===== src/rtl/bmadc_pkg.sv =====
// package: constants and carrier types of the battery monitor sequencer
package bmadc_pkg;
  // time base tick from crystal domain
  localparam int unsigned CLK_HZ          = 125000000;
  localparam int unsigned TICK_HZ         = 1000;
  // period between measurements while off, in seconds
  localparam int unsigned MEAS_PERIOD_S   = 10;
  localparam int unsigned MEAS_PERIOD_MS  = MEAS_PERIOD_S * 1000;
  // supply window length in us (7.5 ms)
  localparam int unsigned WINDOW_US       = 7500;
  localparam int unsigned WINDOW_TICKS    = (WINDOW_US * TICK_HZ) / 1000000;
  // settle time after supply before select, in us
  localparam int unsigned SETTLE_US       = 100;
  localparam int unsigned SETTLE_CYC      = (SETTLE_US * (CLK_HZ / 1000000));
  // conversion wait with select high
  localparam int unsigned CONV_US         = 200;
  localparam int unsigned CONV_CYC        = (CONV_US * (CLK_HZ / 1000000));
  // shift clock half period
  localparam int unsigned HALF_NS         = 1000;
  localparam int unsigned HALF_CYC        = (HALF_NS * (CLK_HZ / 1000000)) / 1000;
  // serial frame widths
  localparam int unsigned BYTE_BITS       = 8;
  // channel select codes
  localparam logic [7:0]  BATTERY_SENSE_CHANNEL = 8'h01;
  localparam logic [7:0]  ANALOG_IN_CHANNEL     = 8'h00;
  // default battery low threshold
  localparam logic [7:0]  LOW_THRESHOLD   = 8'h80;
  // counter widths
  localparam int unsigned CW              = 16;

  // sequencer states
  typedef enum logic [3:0] {
    BMADC_IDLE, BMADC_SETTLE, BMADC_CMD, BMADC_SEL, BMADC_CONV,
    BMADC_READ, BMADC_DONE
  } bmadc_state_t;

  // converter link outputs
  typedef struct packed {
    logic supply_en;                     // converter supply
    logic select_n;                      // low = interface mode
    logic sck;                           // shift clock
    logic sdo;                           // serial data to converter
  } bmadc_link_t;

  // whole module state
  typedef struct packed {
    bmadc_state_t st;                    // sequencer state
    bmadc_link_t  link;                  // link outputs
    logic [CW-1:0] tick_cnt;             // ms counter between measurements
    logic [CW-1:0] win_cnt;              // ms in current window
    logic [CW-1:0] cyc;                  // cycle counter within a step
    logic [3:0]    bit_cnt;              // bits shifted
    logic [7:0]    sh;                   // shift register
    logic [7:0]    cmd;                  // fetched gate array command
    logic [7:0]    result;               // last battery result
    logic [7:0]    analog;               // last analog result
    logic          is_analog;            // current run reads analog input
    logic          backup;               // auxiliary backup output
    logic          lowv_irq;             // low voltage request
    logic          pwr_req;              // power-on request pulse
    logic          pwr_last;             // previous switch level
    logic          tick_last;            // previous tick level
    logic          trig_last;            // previous trigger level
    logic          trig_pend;            // analog trigger pending
    logic          ga_sck;               // shift clock to gate array
    logic          done;                 // result strobe
  } bmadc_s_t;
endpackage : bmadc_pkg


===== src/rtl/bmadc_seq.sv =====
// module: battery monitor converter sequencer
`timescale 1ns/1ps
module bmadc_seq (
  input  wire logic       i_core_clk,     // 125 MHz core clock
  input  wire logic       i_reset,        // async reset, high
  input  wire logic       i_tick_1k,      // 1 kHz crystal tick
  input  wire logic       i_sys_power_on, // system power state
  input  wire logic       i_power_switch, // power switch level
  input  wire logic       i_analog_trig,  // analog trigger input
  input  wire logic       i_adc_sdi,      // serial data from converter
  input  wire logic       i_ga_sdi,       // serial data from gate array
  input  wire logic [7:0] i_threshold,    // battery low threshold
  output logic            o_adc_supply,   // converter supply enable
  output logic            o_adc_select_n, // converter select, low=iface
  output logic            o_adc_sck,      // shift clock
  output logic            o_adc_sdo,      // serial data to converter
  output logic            o_ga_sck,       // shift clock to gate array
  output logic [7:0]      o_ga_cmd,       // fetched command
  output logic [7:0]      o_battery,      // last battery value
  output logic [7:0]      o_analog,       // last analog value
  output logic            o_result_valid, // one-cycle result strobe
  output logic            o_aux_backup,   // auxiliary backup enable
  output logic            o_lowv_irq,     // low-voltage interrupt req
  output logic            o_power_req     // power-on request pulse
);

  // two-flop synchronisers for pins
  // every pin is asynchronous to the core clock: the tick comes from
  // the crystal domain, the switch and trigger from the outside world,
  // the serial data lines from parts clocked by our own slow sck
  // only the second stage is read, so a metastable first stage
  // never reaches the sequencer
  logic [5:0] sync1;                      // first stage
  logic [5:0] sync2;                      // second stage
  logic [5:0] pins;                       // raw pin bundle
  bmadc_pkg::bmadc_s_t s;                 // registered state
  bmadc_pkg::bmadc_s_t next_s;            // next state

  assign pins = {i_tick_1k, i_sys_power_on, i_power_switch,
                 i_analog_trig, i_adc_sdi, i_ga_sdi};

  // synchroniser registers
  always_ff @(posedge i_core_clk or posedge i_reset) begin
    if (i_reset) begin
      sync1 <= 6'h00;
      sync2 <= 6'h00;
    end else begin
      sync1 <= pins;
      sync2 <= sync1;
    end
  end

  // synchronised aliases
  logic tick_s;                           // ms tick level
  logic pwr_on_s;                         // system powered
  logic sw_s;                             // power switch level
  logic trig_s;                           // analog trigger level
  logic adc_sdi_s;                        // converter data in
  logic ga_sdi_s;                         // gate array data in
  assign tick_s    = sync2[5];
  assign pwr_on_s  = sync2[4];
  assign sw_s      = sync2[3];
  assign trig_s    = sync2[2];
  assign adc_sdi_s = sync2[1];
  assign ga_sdi_s  = sync2[0];

  // rising edge of the ms tick
  logic tick_rise;
  assign tick_rise = tick_s && !s.tick_last;

  // shift clock phase decode, used by each burst
  // true once the step counter has covered one half period of sck;
  // the caller clears the counter and flips the clock
  function automatic logic half_done(input logic [15:0] c);
    half_done = (c >= 16'(bmadc_pkg::HALF_CYC - 1));
  endfunction : half_done

  // sequencer next state
  // one measurement run, in core cycles:
  //   supply on, wait the settle time with select still high
  //   select low: interface mode
  //   powered only: eight gate array clocks fetch the command
  //   eight sck pulses send the channel byte, msb first
  //   select high half an sck period after the last rise, so the
  //   converter has taken the last channel bit before it converts
  //   select low again after the conversion time
  //   eight sck pulses clock the result in, msb first
  //   select high, result stored; a battery run also updates backup and irq
  //   supply off at once when powered or analog, otherwise when the
  //   supply window has run its length in ticks
  // sck idles high; data changes on the falling edge and is taken
  // on the rising edge, on both sides of the link
  always_comb begin
    next_s           = s;
    next_s.tick_last = tick_s;
    next_s.trig_last = trig_s;
    next_s.pwr_last  = sw_s;
    next_s.pwr_req   = 1'b0;
    next_s.done      = 1'b0;
    // switch change while off requests power-on
    if (!pwr_on_s && (sw_s != s.pwr_last))
      next_s.pwr_req = 1'b1;
    // analog trigger edge while powered
    if (pwr_on_s && trig_s && !s.trig_last)
      next_s.trig_pend = 1'b1;
    // window length counter
    if (tick_rise && s.st != bmadc_pkg::BMADC_IDLE)
      next_s.win_cnt = s.win_cnt + 16'h0001;
    case (s.st)
      bmadc_pkg::BMADC_IDLE: begin
        // idle link levels
        // supply off, select high, both shift clocks parked high;
        // the ms counter runs here only, so the period is
        // measured from the end of the previous window
        next_s.link = '{supply_en: 1'b0, select_n: 1'b1,
                        sck: 1'b1, sdo: 1'b0};
        next_s.ga_sck  = 1'b1;
        next_s.win_cnt = 16'h0000;
        next_s.cyc     = 16'h0000;
        if (tick_rise)
          next_s.tick_cnt = s.tick_cnt + 16'h0001;
        if (tick_rise && s.tick_cnt >=
            16'(bmadc_pkg::MEAS_PERIOD_MS - 1)) begin
          next_s.tick_cnt  = 16'h0000;
          next_s.is_analog = 1'b0;
          next_s.link.supply_en = 1'b1;
          next_s.st = bmadc_pkg::BMADC_SETTLE;
        end else if (s.trig_pend && pwr_on_s) begin
          next_s.trig_pend = 1'b0;
          next_s.is_analog = 1'b1;
          next_s.link.supply_en = 1'b1;
          next_s.st = bmadc_pkg::BMADC_SETTLE;
        end
      end
      bmadc_pkg::BMADC_SETTLE: begin
        // supply up, then enter interface mode
        // the settle wait lets the converter supply come up before
        // the first select edge reaches it
        next_s.cyc = s.cyc + 16'h0001;
        if (s.cyc >= 16'(bmadc_pkg::SETTLE_CYC - 1)) begin
          next_s.cyc = 16'h0000;
          next_s.link.select_n = 1'b0;
          next_s.bit_cnt = 4'h0;
          next_s.sh = s.is_analog ? bmadc_pkg::ANALOG_IN_CHANNEL
                                  : bmadc_pkg::BATTERY_SENSE_CHANNEL;
          next_s.st = pwr_on_s ? bmadc_pkg::BMADC_CMD
                               : bmadc_pkg::BMADC_SEL;
        end
      end
      bmadc_pkg::BMADC_CMD: begin
        // first burst: fetch command from gate array
        // converter sck stays parked, so the converter sees
        // nothing while the gate array is read
        // the gate array changes data on the falling edge
        next_s.cyc = s.cyc + 16'h0001;
        if (half_done(s.cyc)) begin
          next_s.cyc    = 16'h0000;
          next_s.ga_sck = !s.ga_sck;
          if (!s.ga_sck) begin
            next_s.cmd     = {s.cmd[6:0], ga_sdi_s};
            next_s.bit_cnt = s.bit_cnt + 4'h1;
            if (s.bit_cnt == 4'(bmadc_pkg::BYTE_BITS - 1)) begin
              next_s.bit_cnt = 4'h0;
              next_s.st = bmadc_pkg::BMADC_SEL;
            end
          end
        end
      end
      bmadc_pkg::BMADC_SEL: begin
        // channel byte out, msb first, change on falling edge
        // bit_cnt counts rising edges; the eighth rise hands over
        // to the conversion step with select still low
        // sh was loaded with the channel code on entry
        next_s.cyc = s.cyc + 16'h0001;
        if (half_done(s.cyc)) begin
          next_s.cyc = 16'h0000;
          next_s.link.sck = !s.link.sck;
          if (s.link.sck) begin
            next_s.link.sdo = s.sh[7];
            next_s.sh = {s.sh[6:0], 1'b0};
          end else begin
            next_s.bit_cnt = s.bit_cnt + 4'h1;
            if (s.bit_cnt == 4'(bmadc_pkg::BYTE_BITS - 1)) begin
              next_s.bit_cnt = 4'h0;
              // select rises in the conversion step
              next_s.st = bmadc_pkg::BMADC_CONV;
            end
          end
        end
      end
      bmadc_pkg::BMADC_CONV: begin
        // conversion runs; result waits in converter
        // select rises half an sck period after the last channel
        // rise, never on the same edge, to keep the converter's
        // hold time on the eighth bit
        next_s.cyc = s.cyc + 16'h0001;
        if (half_done(s.cyc))
          next_s.link.select_n = 1'b1;
        if (s.cyc >= 16'(bmadc_pkg::CONV_CYC - 1)) begin
          next_s.cyc = 16'h0000;
          next_s.link.select_n = 1'b0;
          next_s.st = bmadc_pkg::BMADC_READ;
        end
      end
      bmadc_pkg::BMADC_READ: begin
        // clock result in, sample on rising edge
        // the first half period is a falling edge that makes the
        // converter present its msb; the synchroniser delay of two
        // cycles is small against the 125 cycle half period
        next_s.cyc = s.cyc + 16'h0001;
        if (half_done(s.cyc)) begin
          next_s.cyc = 16'h0000;
          next_s.link.sck = !s.link.sck;
          if (!s.link.sck) begin
            next_s.sh = {s.sh[6:0], adc_sdi_s};
            next_s.bit_cnt = s.bit_cnt + 4'h1;
            if (s.bit_cnt == 4'(bmadc_pkg::BYTE_BITS - 1)) begin
              next_s.bit_cnt = 4'h0;
              next_s.st = bmadc_pkg::BMADC_DONE;
            end
          end
        end
      end
      bmadc_pkg::BMADC_DONE: begin
        // store result, evaluate battery; an off battery run holds until window ends
        // the store happens on the first cycle only, while select is
        // still low; afterwards select is high and nothing repeats
        // an analog run never touches the battery result or backup
        if (s.link.select_n == 1'b0) begin
          next_s.done = 1'b1;
          if (s.is_analog) begin
            next_s.analog = s.sh;
          end else begin
            next_s.result = s.sh;
            next_s.backup = (s.sh < i_threshold);
          end
        end
        next_s.link.select_n = 1'b1;
        next_s.link.sck      = 1'b1;
        if (s.is_analog || pwr_on_s ||
            s.win_cnt >= 16'(bmadc_pkg::WINDOW_TICKS)) begin
          next_s.link.supply_en = 1'b0;
          next_s.st = bmadc_pkg::BMADC_IDLE;
        end
      end
      default: begin
        next_s.st = bmadc_pkg::BMADC_IDLE;
      end
    endcase
    // interrupt request follows the low battery state while powered;
    // a low result taken while off is raised as soon as power comes
    next_s.lowv_irq = pwr_on_s && next_s.backup;
  end

  // state register
  // reset parks the link in its idle levels: supply off, select
  // high, both shift clocks high, so the converter sees no edge
  // when reset is released
  always_ff @(posedge i_core_clk or posedge i_reset) begin
    if (i_reset) begin
      s <= '0;
      s.link.select_n <= 1'b1;
      s.link.sck      <= 1'b1;
      s.ga_sck        <= 1'b1;
    end else begin
      s <= next_s;
    end
  end

  // outputs straight from state flops
  // plain wiring only, no logic between flop and pin
  always_comb begin
    o_adc_supply   = s.link.supply_en;
    o_adc_select_n = s.link.select_n;
    o_adc_sck      = s.link.sck;
    o_adc_sdo      = s.link.sdo;
    o_ga_sck       = s.ga_sck;
    o_ga_cmd       = s.cmd;
    o_battery      = s.result;
    o_analog       = s.analog;
    o_result_valid = s.done;
    o_aux_backup   = s.backup;
    o_lowv_irq     = s.lowv_irq;
    o_power_req    = s.pwr_req;
  end

endmodule : bmadc_seq


===== config.mk =====
export PLATFORM = sky130hd
export DESIGN_NAME = bmadc_seq
export DESIGN_NICKNAME = d
export VERILOG_FILES = /design/src/rtl/bmadc_pkg.sv /design/src/rtl/bmadc_seq.sv
export SDC_FILE = /design/constraint.sdc
export NUM_CORES = 1
export LEC_CHECK = 0
export BUFFER_PORTS_ARGS = -buffer_cell sky130_fd_sc_hd__buf_4
export CAP_MARGIN = 20
export CORE_ASPECT_RATIO = 0.6
export CORE_MARGIN = 4
export CORE_UTILIZATION = 41
export CTS_BUF_LIST = sky130_fd_sc_hd__clkbuf_16
export DETAILED_ROUTE_END_ITERATION = 16
export SETUP_SLACK_MARGIN = 0.2
export SYNTH_ARGS = -nofsm -noshare
export SYNTH_HDL_FRONTEND = slang
export SYNTH_SLANG_ARGS = --single-unit

===== constraint.sdc =====
create_clock -name i_core_clk -period 4.2 [get_ports i_core_clk]
set_input_delay 0.42 -clock i_core_clk [delete_from_list [all_inputs] [get_ports i_core_clk]]
set_output_delay 0.42 -clock i_core_clk [all_outputs]
set_load 0.03 [all_outputs]

==> Flow_metrics.wiki, run 1 <==
{| class="wikitable"
! Metric !! Value
|-
| Flop and latch count out of synthesis || ~110
|-
| Routed wire length || 11300 um
|-
| # H-tree levels || 4
|-
| Area share of the largest cell type after synthesis || 49.3%
|-
| Clock slew at the register clock pins of the worst setup and hold paths || ~60 ps
|-
| Cell-by-cell listing of the critical path || nor3_2 -> nand2_1 -> nor2b_1 -> nor2_1
|-
| Setup TNS Final || 0 ps
|-
| Gpl congestion || about 0.83
|-
| Worst-case reg-to-reg path depth || 4
|-
| Post-DR vias/cell || 5.25
|-
| Yosys synthesis warning count || 0
|-
| Avg Synthesized Cell Area || 10.5 sq um
|-
| Number of buffers added to fix hold violations after cts || 0
|-
| Number of buffers inserted during clock tree synthesis || 17
|-
| Unique masters post-synth || 64
|-
| Overall global routing resource usage || ~15%
|-
| Detailed Route Iter0 Violations || between 200 and 250
|-
| Die span in y || about 98 um
|-
| Worst r2r dst || s[84]
|-
| Slew Limit Headroom || 39.3%
|-
| Post-route minimum period || 2620 ps
|-
| Antenna Cells || 0
|-
| Power per standard cell area || about 500 mW/mm^2
|-
| Synthesized net count || 559
|-
| Number of maximum-capacitance violations || 0
|-
| Leading register cell type out of synthesis || sky130_fd_sc_hd__dfrtp_1
|-
| Worst setup slack for register-to-register paths || 1580 ps
|-
| Via count of the first global-routing pass || 3843
|-
| Row cnt || 32
|-
| Starting utilization of the core area || 42.7%
|-
| Leakage power of the design || 3.15 nW
|-
| Source of the worst register-to-register timing path || s[99]
|-
| Average wire per cell in the routed design || 15.2 um
|-
| Pin count of the biggest net entering global routing || 52
|-
| Die width || approximately 160 um
|-
| Worst slew pin tran || 908 ps
|-
| Number of nets in the layout || slightly below 600
|-
| Number of routed nets with antenna violations || 0
|-
| Remaining Overflow, GRT || 0
|-
| Portion of the post-synthesis area used by sequential elements || 50.7%
|-
| Crit path max-delay cell type || sky130_fd_sc_hd__nor3_2
|-
| Number of enable-type register cells in the synthesized netlist || 0
|-
| Clock tree from TritonCTS || yes
|-
| Router iterations before antenna repair || 4
|-
| Data arrival at the endpoint of the critical path || 2870 ps
|-
| Number of endpoints failing setup at the final stage || 0
|-
| RSZ-0062 raised after global routing || no
|-
| Cell count after placement || 712
|-
| CTS sink count || 113
|-
| Biggest area contributors in the synthesized netlist || sky130_fd_sc_hd__dfrtp_1 49%, sky130_fd_sc_hd__mux2_2 5.4%, sky130_fd_sc_hd__nor2_1 4.2%, sky130_fd_sc_hd__buf_4 3.2%, sky130_fd_sc_hd__xor2_1 3.0%
|-
| FMAX || 0.382 GHz
|-
| Critical Path Max Stage Delay || around 780 ps
|-
| DPL Wire Length || 7900 um
|-
| Die Footprint || 0.0156 sq mm
|-
| Root buffer selected by CTS || sky130_fd_sc_hd__clkbuf_16
|-
| Count of unresolved DRC violations after routing || 0
|-
| Result of the run || completed
|-
| Worst min-delay path category || input port to async pin
|-
| Fraction of synthesis flops using an asynchronous set or reset pin || 100%
|-
| Count of boundary I/O pins || 49
|-
| Most area-hungry cell type in the Yosys netlist || sky130_fd_sc_hd__dfrtp_1
|-
| Share of cells above drive strength 1 || between 20% and 30%
|-
| Post-synthesis instance total || 530
|-
| CP Capture Type || register
|-
| Endpoints failing hold || 0
|-
| Total standard cell area after synthesis || 0.00559 sq mm
|-
| Worst-case vdd ir drop || 283 uV
|-
| Buffer and inverter count on the worst path || 0
|-
| Area growth from synthesis to layout || 18.8%
|-
| Initial antenna violation count || 0
|-
| Total number of cells along the worst setup path || 4
|-
| CORE AREA || 0.0131 sq mm
|-
| Final slew viol count || 0
|-
| Critical path start-end classification || register to register
|-
| Kind of cell adding the most delay to the critical path || simple AND/OR/NAND/NOR gates
|-
| Crit start category || register
|-
| Data required time at the worst endpoint || 4450 ps
|-
| Clock Latency Late Sink || 410 ps
|-
| Final cell count without fillers || roughly 750
|-
| Fin Clk Skew || 9.88 ps
|-
| Post-cts gate resize count || 0
|-
| Final worst-path cycle share || between 60% and 70%
|-
| Setup repair bufs after CTS || 0
|-
| Overall via count from detail_route || between 3000 and 4000
|-
| Maximum clock path buffer count || 2
|-
| Maximum fanout along the worst path || 16
|-
| First-pass GRT wire length || 19500 um
|-
| Number of port buffers || 48
|}
## cells in the mapped netlist, types with 2 or more instances
cell type / count
sky130_fd_sc_hd__o31ai_1: 4
sky130_fd_sc_hd__nand2_1: 32
sky130_fd_sc_hd__nand2b_1: 7
sky130_fd_sc_hd__a21oi_1: 15
sky130_fd_sc_hd__a41oi_1: 2
sky130_fd_sc_hd__dfrtp_1: 110
sky130_fd_sc_hd__or2_2: 3
sky130_fd_sc_hd__nand4_1: 15
sky130_fd_sc_hd__o22ai_1: 3
sky130_fd_sc_hd__a211oi_1: 3
sky130_fd_sc_hd__ha_1: 13
sky130_fd_sc_hd__xor2_1: 19
sky130_fd_sc_hd__nor2b_1: 11
sky130_fd_sc_hd__a21o_1: 5
sky130_fd_sc_hd__a31oi_4: 2
sky130_fd_sc_hd__buf_4: 24
sky130_fd_sc_hd__and3_1: 7
sky130_fd_sc_hd__o21ai_0: 19
sky130_fd_sc_hd__a31oi_1: 6
sky130_fd_sc_hd__mux2i_1: 5
sky130_fd_sc_hd__nor2_1: 63
sky130_fd_sc_hd__nor3_1: 5
sky130_fd_sc_hd__xnor2_1: 14
sky130_fd_sc_hd__nand3_1: 23
sky130_fd_sc_hd__buf_2: 4
sky130_fd_sc_hd__nor4_1: 5
sky130_fd_sc_hd__a22o_1: 8
sky130_fd_sc_hd__mux2_2: 27
sky130_fd_sc_hd__clkbuf_1: 11
sky130_fd_sc_hd__dfstp_2: 3
sky130_fd_sc_hd__o21a_1: 2
sky130_fd_sc_hd__inv_1: 19
sky130_fd_sc_hd__nor3b_1: 2
sky130_fd_sc_hd__or3_1: 4
sky130_fd_sc_hd__and4_1: 6
## flip-flops by register name (all words and copies together) (netlist names)
signal          count
sync1               6
o_ga_cmd            8
o_adc_sdo           1
s                  68
o_power_req         1
o_aux_backup        1
o_adc_supply        1
o_ga_sck            1
o_battery           8
o_adc_sck           1
o_analog            8
o_adc_select_n      1
sync2               6
o_lowv_irq          1
o_result_valid      1
## how the worst max path moves through the flow
stage | startpoint | endpoint | slack (ps)
after detailed placement | s[99] | s[93] | 1530
final | s[99] | s[84] | 1580
after CTS | s[99] | s[84] | 1540
after floorplan | i_reset | o_adc_sdo | 800
after global placement | s[99] | s[88] | 1650
after global routing | s[99] | s[84] | 1240
## through the flow
step                setup slack, ps  hold WS [ps]  instance area, sq um  utilization [%]  total power, mW
CTS                            1540          95.5                  6630             50.6             3.26
detailed placement             1530           340                  5950             45.5             1.60
finish                         1580          98.0                  6640             50.7             3.23
global route                   1240          96.5                  6640             50.7             3.38
floorplan                       798           331                  5590                -             1.51
global placement               1650           331                  5950             45.5             1.59
## per-layer routing
layer	global-route usage (%)	share of wire [%]	wire, um	vias up
met5	0	0	0	-
met3	4.26	3.2	361	4
li1	-	-	-	1926
met2	21.8	43	4840	63
met1	22.9	54	6090	1915
met4	4.60	0.21	24	0
## area by class of cell
cell class | instances | area [sq um]
fillers | 1129 | 6460
clock inverters | 15 | 253
repair buffers | 54 | 405
well taps | 170 | 213
inverters | 19 | 73.8
flip-flops and latches | 113 | 2830
multi-input cells | 357 | 2430
clock buffers | 17 | 425
## cell usage in the layout, fill, tap and decap left out, types with 4 or more instances in the layout
master                      count
sky130_fd_sc_hd__dfrtp_1      110
sky130_fd_sc_hd__nor2_1        63
sky130_fd_sc_hd__buf_4         54
sky130_fd_sc_hd__nand2_1       32
sky130_fd_sc_hd__mux2_2        27
sky130_fd_sc_hd__nand3_1       23
sky130_fd_sc_hd__o21ai_0       19
sky130_fd_sc_hd__xor2_1        19
sky130_fd_sc_hd__inv_1         18
sky130_fd_sc_hd__clkbuf_16     17
sky130_fd_sc_hd__a21oi_1       15
sky130_fd_sc_hd__nand4_1       15
sky130_fd_sc_hd__xnor2_1       14
sky130_fd_sc_hd__ha_1          13
sky130_fd_sc_hd__nor2b_1       11
sky130_fd_sc_hd__a22o_1         8
sky130_fd_sc_hd__and3_1         7
sky130_fd_sc_hd__nand2b_1       7
sky130_fd_sc_hd__a31oi_1        6
sky130_fd_sc_hd__and4_1         6
sky130_fd_sc_hd__bufinv_16      6
sky130_fd_sc_hd__a21o_1         5
sky130_fd_sc_hd__mux2i_1        5
sky130_fd_sc_hd__nor3_1         5
sky130_fd_sc_hd__nor4_1         4
sky130_fd_sc_hd__or3_1          4
sky130_fd_sc_hd__o31ai_1        4
sky130_fd_sc_hd__inv_6          4
## logic make-up (layout without fill, tap and decap cells)
family,Yosys count,count (layout),share of synthesized area (%)
AOI/OAI and AO/OA,85,85,11.0
xor gates and xnor gates,33,33,5.17
adders and majority gates,13,13,2.91
buffers and inverters,60,105,5.87
DFF,113,113,50.7
muxes,33,33,6.61
and+or+nand+nor,193,193,17.7
## where the power goes
group	total, mW	switching, mW	internal, mW
logic	0.293	0.162	0.131
registers	1.29	0.118	1.17
clock network	1.65	0.531	1.12
total	3.23	0.811	2.42
Note: power is estimated with default switching activity, not from simulation.
==> inputs of run 2 (changes only) <==
Clock period 4.2 ns to 2.3 ns, I/O delays scaled along.
==> Flow_metrics.wiki, run 2 (synthesis results as in run 1) <==
{| class="wikitable"
! Metric !! Value
|-
| Data arrival at the endpoint of the critical path || 2370 ps
|-
| Met1 usage in global routing || 23.8%
|-
| Routed wire length || 12200 um
|-
| Clock slew at the register clock pins of the worst setup and hold paths || 50 ps
|-
| Count of unresolved DRC violations after routing || 0
|-
| Maximum fanout along the worst path || 4
|-
| Crit start category || register
|-
| Count of boundary I/O pins || 49
|-
| FMAX || 0.480 GHz
|-
| Gpl congestion || 0.848
|-
| Cell count after placement || between 700 and 800
|-
| CP Capture Type || register
|-
| Maximum clock path buffer count || 2
|-
| Crit path max-delay cell type || sky130_fd_sc_hd__or4_4
|-
| First-pass GRT wire length || 20700 um
|-
| Average wire per cell in the routed design || ~15 um
|-
| Overall global routing resource usage || 16.1%
|-
| Result of the run || completed
|-
| Overall via count from detail_route || around 4000
|-
| Critical path start-end classification || register to register
|-
| Post-route minimum period || 2080 ps
|-
| Final slew viol count || 0
|-
| Cell area after placement || between 0.006 and 0.007 sq mm
|-
| Smallest hold slack || 320 ps
|-
| CORE AREA || 0.0131 sq mm
|-
| # H-tree levels || 4
|-
| Launching instance or port of the critical path || s[57]
|-
| Die Footprint || 0.0156 sq mm
|-
| Leakage power of the design || 3.36 nW
|-
| Antenna Cells || 0
|-
| Pin count of the biggest net entering global routing || 36
|-
| Global-route met3 utilization || 4.64%
|-
| Initial antenna violation count || 0
|-
| Power per standard cell area || 811 mW/mm^2
|-
| Final total power || 5.73 mW
|-
| Via count of the first global-routing pass || 4132
|-
| Met2 usage in global routing || approximately a quarter
|-
| Number of endpoints failing setup at the final stage || 0
|-
| Worst r2r dst || s[41]
|-
| Number of buffers inserted during clock tree synthesis || 17
|-
| Start point of the worst hold path || i_threshold[7]
|-
| Worst min-delay path category || input port to register
|-
| Worst-case reg-to-reg path depth || 6
|-
| Die width || 159 um
|-
| DPL Wire Length || ~8400 um
|-
| CTS sink count || roughly 110
|-
| Die span in y || 98.4 um
|-
| Clock tree from TritonCTS || yes
|-
| Cell-by-cell listing of the critical path || or4_4 -> a31oi_4 -> and2_4 -> a21oi_4 -> a31oi_4 -> mux2_4
|-
| Row cnt || 32
|-
| Final design instance area without fill || ~0.0071 sq mm
|-
| Register name with the most flops || s
|-
| Leading cell types in the layout, fill and taps excluded || 108 x sky130_fd_sc_hd__dfrtp_1, 88 x sky130_fd_sc_hd__buf_4, 60 x sky130_fd_sc_hd__nor2_1, 32 x sky130_fd_sc_hd__nand2_1, 25 x sky130_fd_sc_hd__mux2_2
|-
| Starting utilization of the core area || 42.7%
|-
| Worst setup slack for register-to-register paths || 220 ps
|-
| Detailed Route Iter0 Violations || 228
|-
| Router iterations before antenna repair || 4
|-
| Source of the worst register-to-register timing path || s[57]
|-
| Fin Clk Skew || 7.40 ps
|-
| Critical Path Max Stage Delay || a little under 600 ps
|-
| Final cell count without fillers || 791
|-
| Post-DR vias/cell || between 5 and 6
|-
| CP Capture Point || s[41]
|-
| Final worst-path cycle share || 90.6%
|-
| Clock Latency Late Sink || 410 ps
|-
| Endpoints failing hold || 0
|-
| Setup TNS Final || 0 ps
|-
| Most frequent standard cell in the layout excluding fill and tap cells || sky130_fd_sc_hd__dfrtp_1
|-
| Data required time at the worst endpoint || 2580 ps
|-
| Share of cells above drive strength 1 || a little under a third
|-
| Number of port buffers || 48
|-
| Worst-case vdd ir drop || 435 uV
|-
| Critical path's most frequent cell || sky130_fd_sc_hd__a31oi_4
|-
| Slew Limit Headroom || approximately 55%
|-
| Area growth from synthesis to layout || 26.4%
|-
| Flip-flop count of the largest register after layout || 68
|-
| RSZ-0062 raised after global routing || yes
|-
| Root buffer selected by CTS || sky130_fd_sc_hd__clkbuf_16
|-
| Number of maximum-capacitance violations || 0
|-
| Fill cell count || 1144
|-
| GRT busiest layer || met1
|-
| Worst slew pin tran || 679 ps
|-
| Number of routed nets with antenna violations || 0
|-
| Number of nets in the layout || roughly 640
|-
| Remaining Overflow, GRT || 0
|}
[run 2: cell count changes in the layout (fill, tap and decap cells not counted), moves of 3 or more]
cell / change
sky130_fd_sc_hd__nor3_1: -3
sky130_fd_sc_hd__nor2_2: +3
sky130_fd_sc_hd__nor2b_1: -3
sky130_fd_sc_hd__dlygate4sd3_1: +7
sky130_fd_sc_hd__buf_6: +3
sky130_fd_sc_hd__nor2_1: -3
sky130_fd_sc_hd__nor2b_2: +3
sky130_fd_sc_hd__bufinv_16: -3
sky130_fd_sc_hd__buf_4: +34
[run 2: power by group]
part	total (mW)	switching, mW	internal, mW
clock	2.64	0.942	1.69
sequential	2.29	0.145	2.14
combinational	0.809	0.426	0.383
[run 2: worst min path at each step]
stage                   endpoint  slack [ps]  depth (start not counted)
global route        o_aux_backup         330                          6
floorplan               sync1[0]         260                          0
finish              o_aux_backup         320                          6
detailed placement      sync2[3]         330                          0
global placement        sync2[0]         330                          0
CTS                 o_aux_backup         310                          6
[run 2: what timing repair did]
action	4_1_cts	5_1_grt
hold buffers	7	0
buffers inserted	8	4
endpoints found under the hold margin	29	0
resized for setup	7	29
endpoints found under the setup margin	29	52
gates cloned	0	0
pin swaps	4	8
[run 2: cell type report]
class                   count  area [sq um]  area share [%]
well taps                 170           213            3.01
multi-input cells         357          2550            36.1
flip-flops and latches    113          2830            40.1
repair buffers            100           805            11.4
clock buffers              17           425            6.02
inverters                  19          75.1            1.06
clock inverters            15           166            2.36
[run 2: stage by stage]
step | utilization (%) | worst slack (ps)
finish | 54.0 | 215
global route | 54.0 | 132
CTS | 53.0 | 175
detailed placement | 47.3 | 115
global placement | 47.3 | 151
floorplan | - | 206
[run 2: per-layer routing]
metal,routed length (um),up-vias
met2,5360,55
met4,93,0
met1,6390,2045
met5,0,-
met3,347,11
li1,-,2005
[run 2: critical path, delay by kind of cell (launching register included)]
kind            cells  cell delay (ps)
simple gates        2              780
compound gates      3              470
flops               1              380
mux                 1              320
==> inputs of run 3 (changes only) <==
Settings changed: CORE_UTILIZATION 41 to 35.
==> Flow_metrics.wiki, run 3 (synthesis results as in run 1) <==
{| class="wikitable"
! Metric !! Value
|-
| Count of unresolved DRC violations after routing || 0
|-
| Antenna Cells || 0
|-
| Area growth from synthesis to layout || 27.6%
|-
| Endpoints failing hold || 21
|-
| Number of port buffers || 48
|-
| Data arrival at the endpoint of the critical path || 2410 ps
|-
| Setup TNS Final || 0 ps
|-
| DPL Wire Length || about 8400 um
|-
| Die width || 171 um
|-
| Initial antenna violation count || 0
|-
| Share of cells above drive strength 1 || 32.7%
|-
| Worst slew pin tran || 602 ps
|-
| Maximum clock path buffer count || 2
|-
| First-pass GRT wire length || 20200 um
|-
| Post-DR vias/cell || 5.12
|-
| Average wire per cell in the routed design || approximately 15 um
|-
| Starting utilization of the core area || 36.0%
|-
| Register name with the most flops || s
|-
| CORE AREA || 0.0155 sq mm
|-
| Overall via count from detail_route || around 4200
|-
| Result of the run || finished, violations left
|-
| Final total power || 5.65 mW
|-
| Smallest hold slack || -25.1 ps
|-
| Clock slew at the register clock pins of the worst setup and hold paths || 60 ps
|-
| Data required time at the worst endpoint || 2590 ps
|-
| CTS sink count || 113
|-
| # H-tree levels || 4
|-
| Remaining Overflow, GRT || 0
|-
| Critical path start-end classification || register to register
|-
| Number of maximum-capacitance violations || 0
|-
| Launching instance or port of the critical path || s[46]
|-
| Source of the worst register-to-register timing path || s[46]
|-
| Clock Latency Late Sink || 410 ps
|-
| Most frequent standard cell in the layout excluding fill and tap cells || sky130_fd_sc_hd__dfrtp_1
|-
| Flip-flop count of the largest register after layout || 68
|-
| Row cnt || 35
|-
| Fill cell count || 1438
|-
| Detailed Route Iter0 Violations || 252
|-
| Router iterations before antenna repair || 5
|-
| Fin Clk Skew || 7.61 ps
|-
| RSZ-0062 raised after global routing || yes
|-
| Slew Limit Headroom || roughly three fifths
|-
| Worst min-delay path category || input port to async pin
|-
| Pin count of the biggest net entering global routing || 114
|-
| Post-route minimum period || 2120 ps
|-
| Number of nets in the layout || 636
|-
| Final worst-path cycle share || 92.1%
|-
| Power per standard cell area || 792 mW/mm^2
|-
| Number of endpoints failing setup at the final stage || 0
|-
| Violations in the final reports || negative hold slack
|-
| Number of routed nets with antenna violations || 0
|-
| Via count of the first global-routing pass || 4024
|-
| FMAX || between 0.4 and 0.5 GHz
|-
| Die Footprint || 0.0181 sq mm
|-
| Final slew viol count || 0
|-
| CP Capture Type || register
|-
| Leading cell types in the layout, fill and taps excluded || 105 x sky130_fd_sc_hd__dfrtp_1, 89 x sky130_fd_sc_hd__buf_4, 61 x sky130_fd_sc_hd__nor2_1, 31 x sky130_fd_sc_hd__nand2_1, 25 x sky130_fd_sc_hd__mux2_2
|-
| Overall global routing resource usage || 13.8%
|-
| Count of boundary I/O pins || 49
|-
| Number of buffers inserted during clock tree synthesis || 17
|-
| Worst-case vdd ir drop || 452 uV
|-
| Routed wire length || 12500 um
|-
| Root buffer selected by CTS || sky130_fd_sc_hd__clkbuf_16
|-
| Maximum fanout along the worst path || 7
|-
| Die span in y || 106 um
|-
| Clock tree from TritonCTS || yes
|-
| Leakage power of the design || 3.35 nW
|-
| Crit start category || register
|-
| Gpl congestion || ~0.81
|}
run 3: changes by cell type in the layout (fill, tap and decap cells not counted), sizes merged:
| cell | previous run | this run |
|---|---|---|
| bufinv | 3 | 2 |
| clkinv | 6 | 4 |
| clkinvlp | 3 | 6 |
| dlygate4sd3 | 7 | 6 |
run 3: final cells by class:
class	instances	area, sq um	area share, %
sequential	113	2840	39.8
tap	203	254	3.56
clock buffer	17	425	5.97
clock inverter	15	158	2.21
multi-input combinational	357	2600	36.4
timing repair buffer	99	782	11.0
inverter	19	75.1	1.05
run 3: metal layers:
layer	part of all wire (%)	up-vias	GRT usage, %
met2	45	117	19.7
met3	5.3	12	3.97
met1	49	2079	20.3
li1	-	2007	-
met4	0.91	0	4.24
met5	0	-	0
run 3: report_power, final:
part / switching [mW] / internal, mW
combinational: 0.393 / 0.347
sequential: 0.179 / 2.14
clock: 0.986 / 1.60
total: 1.56 / 4.09
run 3: worst paths after layout:
kind / to / slack [ps] / cells after the start
setup / recovery: s[42] / 180 / 6
hold / removal: s[74] / -30 / 3
hold reg to reg: sync2[4] / 350 / 0
setup reg to reg: s[42] / 180 / 6
min in group i_core_clk: o_aux_backup / 320 / 6
max in group asynchronous: s[58] / 1820 / 3
run 3: timing repair:
| action | CTS | global route |
|---|---|---|
| gates resized for setup | 8 | 43 |
| hold buffers | 6 | 0 |
| setup buffers | 3 | 17 |
| hold endpoints to repair | 6 | 0 |
| endpoints found under the setup margin | 31 | 44 |
| pin swaps | 3 | 17 |
run 3: per-stage QoR:
step / util (%) / std cells / instance area, sq um / hold slack (ps) / worst slack [ps]
6_report: 46.0 / 823 / 7130 / -25.1 / 181
3_3_place_gp: 39.7 / 765 / 6160 / 333 / 111
4_1_cts: 44.2 / 806 / 6850 / 18.2 / 144
3_5_place_dp: 39.7 / 765 / 6160 / 335 / 57.8
5_1_grt: 46.0 / 823 / 7130 / 43.1 / 113
2_1_floorplan: - / 530 / 5590 / 261 / 206
run 3: critical path: stages, from the launching register on:
cell and delay [ps]:
sky130_fd_sc_hd__dfrtp_1 420, sky130_fd_sc_hd__ha_2 210, sky130_fd_sc_hd__or4_4 440, sky130_fd_sc_hd__a21oi_4 200, sky130_fd_sc_hd__o21bai_4 110, sky130_fd_sc_hd__a32o_2 310, sky130_fd_sc_hd__mux2_4 300
